`config.mk`:
```
export PLATFORM = sky130hd
export DESIGN_NAME = adc_control_registers
export DESIGN_NICKNAME = d
export VERILOG_FILES = /design/src/inc/adc_ctrl_pkg.sv /design/src/hdl/adc_control_registers.sv
export SDC_FILE = /design/constraint.sdc
export NUM_CORES = 1
export LEC_CHECK = 0
export BUFFER_PORTS_ARGS = -buffer_cell sky130_fd_sc_hd__buf_2
export CAP_MARGIN = 5
export CORE_ASPECT_RATIO = 0.9
export CORE_MARGIN = 2
export CORE_UTILIZATION = 38
export DETAILED_ROUTE_END_ITERATION = 8
export GPL_TIMING_DRIVEN = 0
export SYNTH_ARGS = -nofsm -noshare
export SYNTH_HDL_FRONTEND = slang
export SYNTH_SLANG_ARGS = --single-unit
```
`constraint.sdc`:
```
create_clock -name clk_i -period 4 [get_ports clk_i]
set_input_delay 0.6 -clock clk_i [delete_from_list [all_inputs] [get_ports clk_i]]
set_output_delay 0.6 -clock clk_i [all_outputs]
set_load 0.02 [all_outputs]
```
`src/inc/adc_ctrl_pkg.sv`:
```
package adc_ctrl_pkg;
  // byte offsets on the register bus
  localparam logic [4:0] OFS_INPUT_SELECT   = 5'h00;
  localparam logic [4:0] OFS_CONTROL_A      = 5'h04;
  localparam logic [4:0] OFS_RESULT_LOW     = 5'h08;
  localparam logic [4:0] OFS_RESULT_HIGH    = 5'h0c;
  localparam logic [4:0] OFS_TRIGGER_SELECT = 5'h10;
  localparam logic [4:0] OFS_PIN_DISABLE    = 5'h14;
  // input select fields
  localparam int REF_SEL_BIT     = 6;
  localparam int LEFT_ADJ_BIT    = 5;
  localparam int CHAN_LSB        = 0;
  // control a fields
  localparam int ENABLE_BIT      = 7;
  localparam int START_BIT       = 6;
  localparam int AUTO_TRIG_BIT   = 5;
  localparam int DONE_FLAG_BIT   = 4;
  localparam int DONE_IE_BIT     = 3;
  localparam int DIV_LSB         = 0;
  // trigger select and pin disable fields
  localparam int TRIG_SRC_LSB    = 0;
  localparam int PIN_OFF_LSB     = 2;
  // reset values
  localparam logic [7:0] INPUT_SELECT_RESET   = 8'h00;
  localparam logic [7:0] CONTROL_A_RESET      = 8'h00;
  localparam logic [7:0] TRIGGER_SELECT_RESET = 8'h00;
  localparam logic [7:0] PIN_DISABLE_RESET    = 8'h00;
  localparam logic [9:0] RESULT_RESET         = 10'h000;
  // converter clock cycles per conversion, then the free running trigger code
  localparam logic [4:0] FIRST_CONV_CYCLES  = 5'h19;
  localparam logic [4:0] NORMAL_CONV_CYCLES = 5'h0d;
  localparam logic [2:0] TRIG_FREE_RUN      = 3'h0;
endpackage : adc_ctrl_pkg

```
`src/hdl/adc_control_registers.sv`:
```
// What this block does
// reference select picks supply or internal reference
// reference change waits for running conversion end
// channel code 0..3 connects input 0..3
// channel change waits for running conversion end
// left adjust changes result view immediately
// reserved bits always read as zero
// enable powers core; clearing aborts conversion
// start bit starts single or first conversion
// first conversion 25 cycles, later 13
// start reads one while busy; zero ignored
// auto trigger starts on selected source edge
// flag set at end; irq when enabled
// flag cleared by vector or writing one
// software avoids read-modify-write on control register
// prescaler divides clock by 2 up to 128
// low byte read locks result until high read
// right or left aligned result byte layout
// trigger source field selects seven trigger sources
// source field ignored without auto trigger
// source switch to set is edge; free run never
// disable bits kill digital input, read zero
// free running restarts at each completion
// flag, result, start clear in same cycle; free running keeps start set
`timescale 1ns/10ps
module adc_control_registers #(
  parameter int ADDR_W = 5
) (
  input  wire logic              clk_i,
  input  wire logic              rst_i,
  input  wire logic [ADDR_W-1:0] adr_i,
  input  wire logic [31:0]       dat_i,
  output logic      [31:0]       dat_o,
  input  wire logic              we_i,
  input  wire logic [3:0]        sel_i,
  input  wire logic              cyc_i,
  input  wire logic              stb_i,
  output logic                   ack_o,
  output logic                   core_power_o,
  output logic                   core_start_o,
  output logic                   core_clk_tick_o,
  output logic      [1:0]        core_channel_o,
  output logic                   core_reference_o,
  input  wire logic [9:0]        conv_value_i,
  input  wire logic [5:0]        trig_flags_i,
  input  wire logic              global_irq_enable_i,
  input  wire logic              irq_vector_ack_i,
  output logic                   irq_o,
  input  wire logic [3:0]        pin_raw_i,
  output logic      [3:0]        pin_value_o,
  output logic      [3:0]        pin_buffer_off_o
);

  logic       ack_q;
  logic       acc_wr;
  logic       acc_rd;
  logic       ref_sel_q;
  logic       left_adj_q;
  logic [1:0] chan_q;
  logic       en_q;
  logic       ate_q;
  logic       flag_q;
  logic       ie_q;
  logic [2:0] div_q;
  logic [2:0] src_q;
  logic [3:0] pin_off_q;
  logic       busy_q;
  logic       first_q;
  logic [4:0] conv_cnt_q;
  logic [6:0] div_cnt_q;
  logic [6:0] div_last;
  logic       tick;
  logic [4:0] conv_len;
  logic       done;
  logic [9:0] result_q;
  logic       lock_q;
  logic       act_ref_q;
  logic [1:0] act_chan_q;
  logic       trig_sel;
  logic       trig_prev_q;
  logic       trig_edge;
  logic       wr_sel;
  logic       wr_ctrl;
  logic       wr_trig;
  logic       wr_pin;
  logic       turn_off;
  logic       sw_start;
  logic       trig_start;
  logic       start;
  logic       restart;
  logic [7:0] rdata;
  logic [3:0] pin_meta_q;
  logic [3:0] pin_sync_q;

  // write and read side effects land on the edge where the master sees ack
  assign acc_wr  = cyc_i & stb_i & ack_q & we_i & sel_i[0];
  assign acc_rd  = cyc_i & stb_i & ack_q & ~we_i;
  assign wr_sel  = acc_wr & (adr_i == adc_ctrl_pkg::OFS_INPUT_SELECT);
  assign wr_ctrl = acc_wr & (adr_i == adc_ctrl_pkg::OFS_CONTROL_A);
  assign wr_trig = acc_wr & (adr_i == adc_ctrl_pkg::OFS_TRIGGER_SELECT);
  assign wr_pin  = acc_wr & (adr_i == adc_ctrl_pkg::OFS_PIN_DISABLE);

  always_ff @(posedge clk_i)
  begin
    if (rst_i)
      ack_q <= 1'b0;
    else
      ack_q <= cyc_i & stb_i & ~ack_q;
  end
  assign ack_o = ack_q;

  always_ff @(posedge clk_i)
  begin
    if (rst_i)
    begin
      ref_sel_q  <= adc_ctrl_pkg::INPUT_SELECT_RESET[adc_ctrl_pkg::REF_SEL_BIT];
      left_adj_q <= adc_ctrl_pkg::INPUT_SELECT_RESET[adc_ctrl_pkg::LEFT_ADJ_BIT];
      chan_q     <= adc_ctrl_pkg::INPUT_SELECT_RESET[adc_ctrl_pkg::CHAN_LSB +: 2];
    end
    else if (wr_sel)
    begin
      ref_sel_q  <= dat_i[adc_ctrl_pkg::REF_SEL_BIT];
      left_adj_q <= dat_i[adc_ctrl_pkg::LEFT_ADJ_BIT];
      chan_q     <= dat_i[adc_ctrl_pkg::CHAN_LSB +: 2];
    end
  end

  always_ff @(posedge clk_i)
  begin
    if (rst_i)
    begin
      en_q  <= adc_ctrl_pkg::CONTROL_A_RESET[adc_ctrl_pkg::ENABLE_BIT];
      ate_q <= adc_ctrl_pkg::CONTROL_A_RESET[adc_ctrl_pkg::AUTO_TRIG_BIT];
      ie_q  <= adc_ctrl_pkg::CONTROL_A_RESET[adc_ctrl_pkg::DONE_IE_BIT];
      div_q <= adc_ctrl_pkg::CONTROL_A_RESET[adc_ctrl_pkg::DIV_LSB +: 3];
    end
    else if (wr_ctrl)
    begin
      en_q  <= dat_i[adc_ctrl_pkg::ENABLE_BIT];
      ate_q <= dat_i[adc_ctrl_pkg::AUTO_TRIG_BIT];
      ie_q  <= dat_i[adc_ctrl_pkg::DONE_IE_BIT];
      div_q <= dat_i[adc_ctrl_pkg::DIV_LSB +: 3];
    end
  end

  always_ff @(posedge clk_i)
  begin
    if (rst_i)
    begin
      src_q     <= adc_ctrl_pkg::TRIGGER_SELECT_RESET[adc_ctrl_pkg::TRIG_SRC_LSB +: 3];
      pin_off_q <= adc_ctrl_pkg::PIN_DISABLE_RESET[adc_ctrl_pkg::PIN_OFF_LSB +: 4];
    end
    else
    begin
      if (wr_trig)
        src_q <= dat_i[adc_ctrl_pkg::TRIG_SRC_LSB +: 3];
      if (wr_pin)
        pin_off_q <= dat_i[adc_ctrl_pkg::PIN_OFF_LSB +: 4];
    end
  end

  // prescaler divide factor
  always_comb
  begin
    if (div_q <= 3'h1)
      div_last = 7'h01;
    else
      div_last = 7'((8'h01 << div_q) - 8'h01);
  end
  assign tick = en_q & (div_cnt_q == div_last);

  // counter restarts with each conversion so every one starts on a full period
  always_ff @(posedge clk_i)
  begin
    if (rst_i || !en_q || start || tick)
      div_cnt_q <= 7'h00;
    else
      div_cnt_q <= div_cnt_q + 7'h01;
  end

  // trigger source decode, code 7 selects nothing
  always_comb
  begin
    if (src_q == adc_ctrl_pkg::TRIG_FREE_RUN || src_q == 3'h7)
      trig_sel = 1'b0;
    else
      trig_sel = trig_flags_i[src_q - 3'h1];
  end

  // previous level follows the selected source, so a switch is an edge
  always_ff @(posedge clk_i)
  begin
    if (rst_i)
      trig_prev_q <= 1'b0;
    else
      trig_prev_q <= trig_sel;
  end
  assign trig_edge = trig_sel & ~trig_prev_q;

  assign turn_off = wr_ctrl & ~dat_i[adc_ctrl_pkg::ENABLE_BIT];
  // start bit written with enable set
  assign sw_start = wr_ctrl & dat_i[adc_ctrl_pkg::START_BIT] & dat_i[adc_ctrl_pkg::ENABLE_BIT];
  // auto trigger edge; R19: gated by auto trigger enable
  assign trig_start = ate_q & en_q & trig_edge;
  assign start = (sw_start | trig_start) & ~busy_q & ~turn_off;
  // first conversion after enable takes the long count
  assign conv_len = first_q ? adc_ctrl_pkg::FIRST_CONV_CYCLES
                            : adc_ctrl_pkg::NORMAL_CONV_CYCLES;
  assign done = busy_q & tick & (conv_cnt_q == conv_len - 5'h01);
  // free running mode chains the next conversion
  assign restart = done & ate_q & (src_q == adc_ctrl_pkg::TRIG_FREE_RUN) & ~turn_off;

  // disabling aborts; R23: busy drops in the done cycle unless free running restarts
  always_ff @(posedge clk_i)
  begin
    if (rst_i || turn_off)
      busy_q <= 1'b0;
    else if (start)
      busy_q <= 1'b1;
    else if (done)
      busy_q <= restart;
  end

  always_ff @(posedge clk_i)
  begin
    if (rst_i || !en_q)
      first_q <= 1'b1;
    else if (done)
      first_q <= 1'b0;
  end

  always_ff @(posedge clk_i)
  begin
    if (rst_i || start || done)
      conv_cnt_q <= 5'h00;
    else if (busy_q && tick)
      conv_cnt_q <= conv_cnt_q + 5'h01;
  end

  always_ff @(posedge clk_i)
  begin
    if (rst_i)
      core_start_o <= 1'b0;
    else
      core_start_o <= start | restart;
  end

  // reference held while converting; R4: channel held likewise
  always_ff @(posedge clk_i)
  begin
    if (rst_i)
    begin
      act_ref_q  <= adc_ctrl_pkg::INPUT_SELECT_RESET[adc_ctrl_pkg::REF_SEL_BIT];
      act_chan_q <= adc_ctrl_pkg::INPUT_SELECT_RESET[adc_ctrl_pkg::CHAN_LSB +: 2];
    end
    else if (!busy_q || done)
    begin
      act_ref_q  <= ref_sel_q;
      act_chan_q <= chan_q;
    end
  end

  // set wins over a clear in the same cycle; R12: set at completion
  always_ff @(posedge clk_i)
  begin
    if (rst_i)
      flag_q <= adc_ctrl_pkg::CONTROL_A_RESET[adc_ctrl_pkg::DONE_FLAG_BIT];
    else if (done)
      flag_q <= 1'b1;
    else if (irq_vector_ack_i || (wr_ctrl && dat_i[adc_ctrl_pkg::DONE_FLAG_BIT]))
      flag_q <= 1'b0;
  end

  // result frozen between low byte read and high byte read
  always_ff @(posedge clk_i)
  begin
    if (rst_i)
      lock_q <= 1'b0;
    else if (acc_rd && adr_i == adc_ctrl_pkg::OFS_RESULT_HIGH)
      lock_q <= 1'b0;
    else if (acc_rd && adr_i == adc_ctrl_pkg::OFS_RESULT_LOW)
      lock_q <= 1'b1;
  end

  // result loads on the same edge as flag set; a locked result is lost
  always_ff @(posedge clk_i)
  begin
    if (rst_i)
      result_q <= adc_ctrl_pkg::RESULT_RESET;
    else if (done && !lock_q)
      result_q <= conv_value_i;
  end

  // pins synchronised, then masked by their disable bits
  always_ff @(posedge clk_i)
  begin
    if (rst_i)
    begin
      pin_meta_q <= 4'h0;
      pin_sync_q <= 4'h0;
    end
    else
    begin
      pin_meta_q <= pin_raw_i;
      pin_sync_q <= pin_meta_q;
    end
  end
  assign pin_value_o      = pin_sync_q & ~pin_off_q;
  assign pin_buffer_off_o = pin_off_q;

  // core power follows enable
  assign core_power_o     = en_q;
  assign core_clk_tick_o  = tick;
  // reference select; R3: channel to converter
  assign core_reference_o = act_ref_q;
  assign core_channel_o   = act_chan_q;
  // interrupt request needs flag, local and global enable
  assign irq_o = flag_q & ie_q & global_irq_enable_i;

  // reserved bits read zero; R10: start reads busy; R5, R17: alignment
  always_comb
  begin
    if (adr_i == adc_ctrl_pkg::OFS_INPUT_SELECT)
      rdata = {1'b0, ref_sel_q, left_adj_q, 3'h0, chan_q};
    else if (adr_i == adc_ctrl_pkg::OFS_CONTROL_A)
      rdata = {en_q, busy_q, ate_q, flag_q, ie_q, div_q};
    else if (adr_i == adc_ctrl_pkg::OFS_RESULT_LOW)
      rdata = left_adj_q ? {result_q[1:0], 6'h00} : result_q[7:0];
    else if (adr_i == adc_ctrl_pkg::OFS_RESULT_HIGH)
      rdata = left_adj_q ? result_q[9:2] : {6'h00, result_q[9:8]};
    else if (adr_i == adc_ctrl_pkg::OFS_TRIGGER_SELECT)
      rdata = {5'h00, src_q};
    else if (adr_i == adc_ctrl_pkg::OFS_PIN_DISABLE)
      rdata = {2'h0, pin_off_q, 2'h0};
    else
      rdata = 8'h00;
  end

  always_ff @(posedge clk_i)
  begin
    if (rst_i)
      dat_o <= 32'h0000_0000;
    else if (cyc_i && stb_i && !ack_q)
      dat_o <= {24'h00_0000, rdata};
  end

  flag_set_a: assert property (@(posedge clk_i) disable iff (rst_i)
    done |=> flag_q && (busy_q == $past(restart)))
    else $error("flag not set after conversion end");

  start_clear_a: assert property (@(posedge clk_i) disable iff (rst_i)
    done && !restart |=> !busy_q ##0 $past(busy_q))
    else $error("busy not cleared at conversion end");

  abort_off_a: assert property (@(posedge clk_i) disable iff (rst_i)
    turn_off |=> !busy_q && !core_power_o)
    else $error("disable did not abort conversion");

  lock_hold_a: assert property (@(posedge clk_i) disable iff (rst_i)
    lock_q && done |=> $stable(result_q))
    else $error("locked result changed");

  chan_hold_a: assert property (@(posedge clk_i) disable iff (rst_i)
    busy_q && !done |=> $stable(core_channel_o) && $stable(core_reference_o))
    else $error("channel changed during conversion");

  trig_start_a: assert property (@(posedge clk_i) disable iff (rst_i)
    ate_q && en_q && trig_edge && !busy_q && !turn_off |=> busy_q ##0 core_start_o)
    else $error("trigger edge did not start conversion");

  rsvd_zero_a: assert property (@(posedge clk_i) disable iff (rst_i)
    ack_q && $past(adr_i) == adc_ctrl_pkg::OFS_INPUT_SELECT |-> dat_o[7] == 1'b0
      && dat_o[4:2] == 3'h0)
    else $error("reserved bits read nonzero");

  left_low_a: assert property (@(posedge clk_i) disable iff (rst_i)
    ack_q && left_adj_q && $past(left_adj_q)
      && $past(adr_i) == adc_ctrl_pkg::OFS_RESULT_LOW |-> dat_o[5:0] == 6'h00)
    else $error("left adjusted low byte has stray bits");

  first_len_a: assert property (@(posedge clk_i) disable iff (rst_i)
    done |-> conv_cnt_q == (first_q ? adc_ctrl_pkg::FIRST_CONV_CYCLES - 5'h01
                                    : adc_ctrl_pkg::NORMAL_CONV_CYCLES - 5'h01))
    else $error("conversion length wrong");

endmodule : adc_control_registers

```
==> out/metrics.cfg <==
[final_layout]
finalNetCount=569
area_delta_synth_final_pct=20.92
n_antenna_cell=0
stdcell_area_um2=4217
layout_common_cells=dfxtp_1 (65), buf_2 (64), nand2_1 (46), nor2_1 (38), mux2i_1 (33)
final_common_cell=dfxtp_1
drive_above_1_share_pct=25.40
fillCellCount=929
finalNonFillerCells=622

[clock_tree]
post_cts_resized=0
htreeDepth=3
cts_hold_buf=0
post_cts_buffers=0
cts-root-buf=clkbuf_8
cts_buffers=9
cts_sinks=65
clk_latency_ps=360
cts_tree=done
cts_buffer_depth=2
cts.clk_slew.worst_paths_ps=80

[critical_path]
crit_chain=inv_1, o21ai_0, o2111ai_4, nor3_1, buf_2
max_stage_delay_ps=440
arrival_ps=2010
path_class=register to primary output
cp-startpoint=div_cnt_q[2]$_SDFF_PP0_
r2r_cells=8
critical_path_required_ps=3400
r2r_setup_slack_ps=1450
critPathMaxFanout=10
worstSetupStartpointType=register
cp_slowest_cell=dfxtp_1
cp-end-kind=primary output
r2r_start=src_q[0]$_SDFFE_PP0P_

[sta]
rsz0062_at_grt=false
finalSetupViolations=0
final_hold_viol_count=0
setup_ws_ps=1393
clock.fmax_mhz=383.5
worst_pin_slew_ps=606.3
period_needed_ps=2607
slew_headroom_pct=59.51
drv_slew=0
finalCritPeriodShare_pct=65.18
fin_setup_tns_ps=0
fin_skew_ps=10.83

[routing]
wl_um=9049
ant_nets=0
wl_met2_um=3933
wl_per_cell_um=14.55
dr.pass1.iters=4
vias=3108
highest_layer=met4
route.met3.wl_um=556
drt_iter0_drc=136
drt-met1-wl_um=4482
viasPerCell=4.997
drc=0

[die]
die_area_um2=9960
rows=33
die_w_um=105.0
ios=116
core_um2=9001
die_h_um=94.88
start_util_pct=38.74

[grt]
grt_pass1_wl_um=14770
grt_overflow=0
grt.total_usage_pct=18.94
antenna_found_initial=0
grt_pass1_vias=2971
grt_max_degree=14

[synthesis]
synth_top_family_by_area=simple AND/OR/NAND/NOR gates
synth_fa_ha_area_share_pct=2.153
synth_xor_area_share_pct=1.758
yosys.area_share.simple_pct=23.79
synth-compound-area-share_pct=14.96
yosysUniqueCellTypes=63
synth_mux_area_share_pct=10.76
ys.flop_type=dfxtp_1
syn_inst=399
seq_area_frac_synth_pct=37.32
yosysWarnings=0
avgSynthCellArea_um2=8.740
syn-cell-area_um2=3487
synth_seq_cells=65
async_flop_share_pct=0
synth-edff-count=0

[power_and_ir_drop]
irDropWorstVdd_v=0.0001874
p_leak_nw=1.690
powerDensity_nw_per_um2=309.6

[placement]
pre_cts_ws_ps=1469
place_area_um2=4036
dp_cells=606
dp_hpwl_um=6905
globalplace.congestion=0.9035
io_buffers=62

[worst_hold_path]
min-delay-start=pin_meta_q[0]$_SDFF_PP0_
min_delay_path_depth=1
hp-class=register to register

[outcome]
outcome=finished, final reports clean

[flow_run]
maxCapViolCount=0

## cells by family after synthesis
| group | count (synthesis) |
|---|---|
| XOR/XNOR | 7 |
| multiplexers | 36 |
| AND/OR/NAND/NOR | 159 |
| flip-flops | 65 |
| AO/OA/AOI/OAI | 69 |
| other | 1 |
| buffers and inverters | 56 |
| adder cells (fa/ha/maj) | 6 |
## synth_stat cells, drive strengths merged (2+ instances only)
library cell,count,area share (%)
o2bb2ai,2,0.50
xor2,3,0.75
o21ai,10,1.5
a22o,2,0.50
o31ai,2,0.43
o41ai,4,1.0
mux2,2,0.65
a21oi,19,3.1
nand2,46,5.0
nor2,38,4.1
nor3,14,2.2
and3,4,0.72
ha,6,2.2
xnor2,4,1.0
mux2i,33,9.5
dfxtp,65,37
a211o,2,0.50
nand4,8,1.6
buf,29,6.2
nand2b,4,0.72
nor2b,16,2.9
inv,14,1.5
nand3,11,1.6
a221oi,5,1.3
clkbuf,13,1.4
a211oi,5,1.1
nand3b,2,0.43
a31oi,2,0.36
o21a,2,0.43
nor4,4,1.9
nor3b,4,0.86
and2b,2,0.50
o22ai,2,0.36
## layer usage
| layer | track usage (%) | vias up |
|---|---|---|
| li1 | - | 1554 |
| met1 | 25.14 | 1445 |
| met2 | 30.19 | 100 |
| met3 | 6.073 | 9 |
| met4 | 4.333 | 0 |
| met5 | 0 | - |
## final timing paths
check                                  end
setup / recovery           core_clk_tick_o
setup reg to reg   div_cnt_q[6]$_SDFF_PP0_
hold / removal    pin_sync_q[0]$_SDFF_PP0_
hold reg to reg   pin_sync_q[0]$_SDFF_PP0_
## report_power, final
part           total (mW)  switching (mW)  leakage (nW)  internal, mW
logic               0.128          0.0790          1.09        0.0490
clock network       0.520           0.292        0.0781         0.228
registers           0.658         0.00319         0.526         0.654
total                1.31           0.374          1.69         0.932
## area by class of cell
class	count	area, um2	area share, %
inverters	14	52.55	1.246
clock inverters	7	56.30	1.335
repair buffers	62	310.3	7.359
multi-input cells	301	1953	46.32
clock buffers	9	123.9	2.938
plain buffers	42	266.5	6.320
flip-flops and latches	65	1301	30.86
well taps	122	152.6	3.620
## through the flow
stage | utilization, % | total power [mW] | hold slack (ps)
3_5_place_dp | 44.84 | 0.7991 | 423.7
2_1_floorplan | - | 0.7560 | 413.8
3_3_place_gp | 44.84 | 0.7973 | 424.8
4_1_cts | 46.84 | 1.313 | 441.5
6_report | 46.84 | 1.305 | 438.2
5_1_grt | 46.84 | 1.354 | 451.1
## worst max-delay path, delay by kind of cell, from the launching register on
family | cells | cell delay, ps
and+or+nand+nor | 1 | 220
AOI/OAI and AO/OA | 2 | 740
buffers and inverters | 2 | 260
DFF | 1 | 440
## state kept, by name, indices dropped and copies added, names as in the netlist, 2 cells and up
name,cells
pin_meta_q,4
conv_cnt_q,5
pin_buffer_off_o,4
dat_o,8
src_q,3
div_q,3
chan_q,2
result_q,10
div_cnt_q,7
pin_sync_q,4
core_channel_o,2
Note: power is estimated with default switching activity, not from simulation.
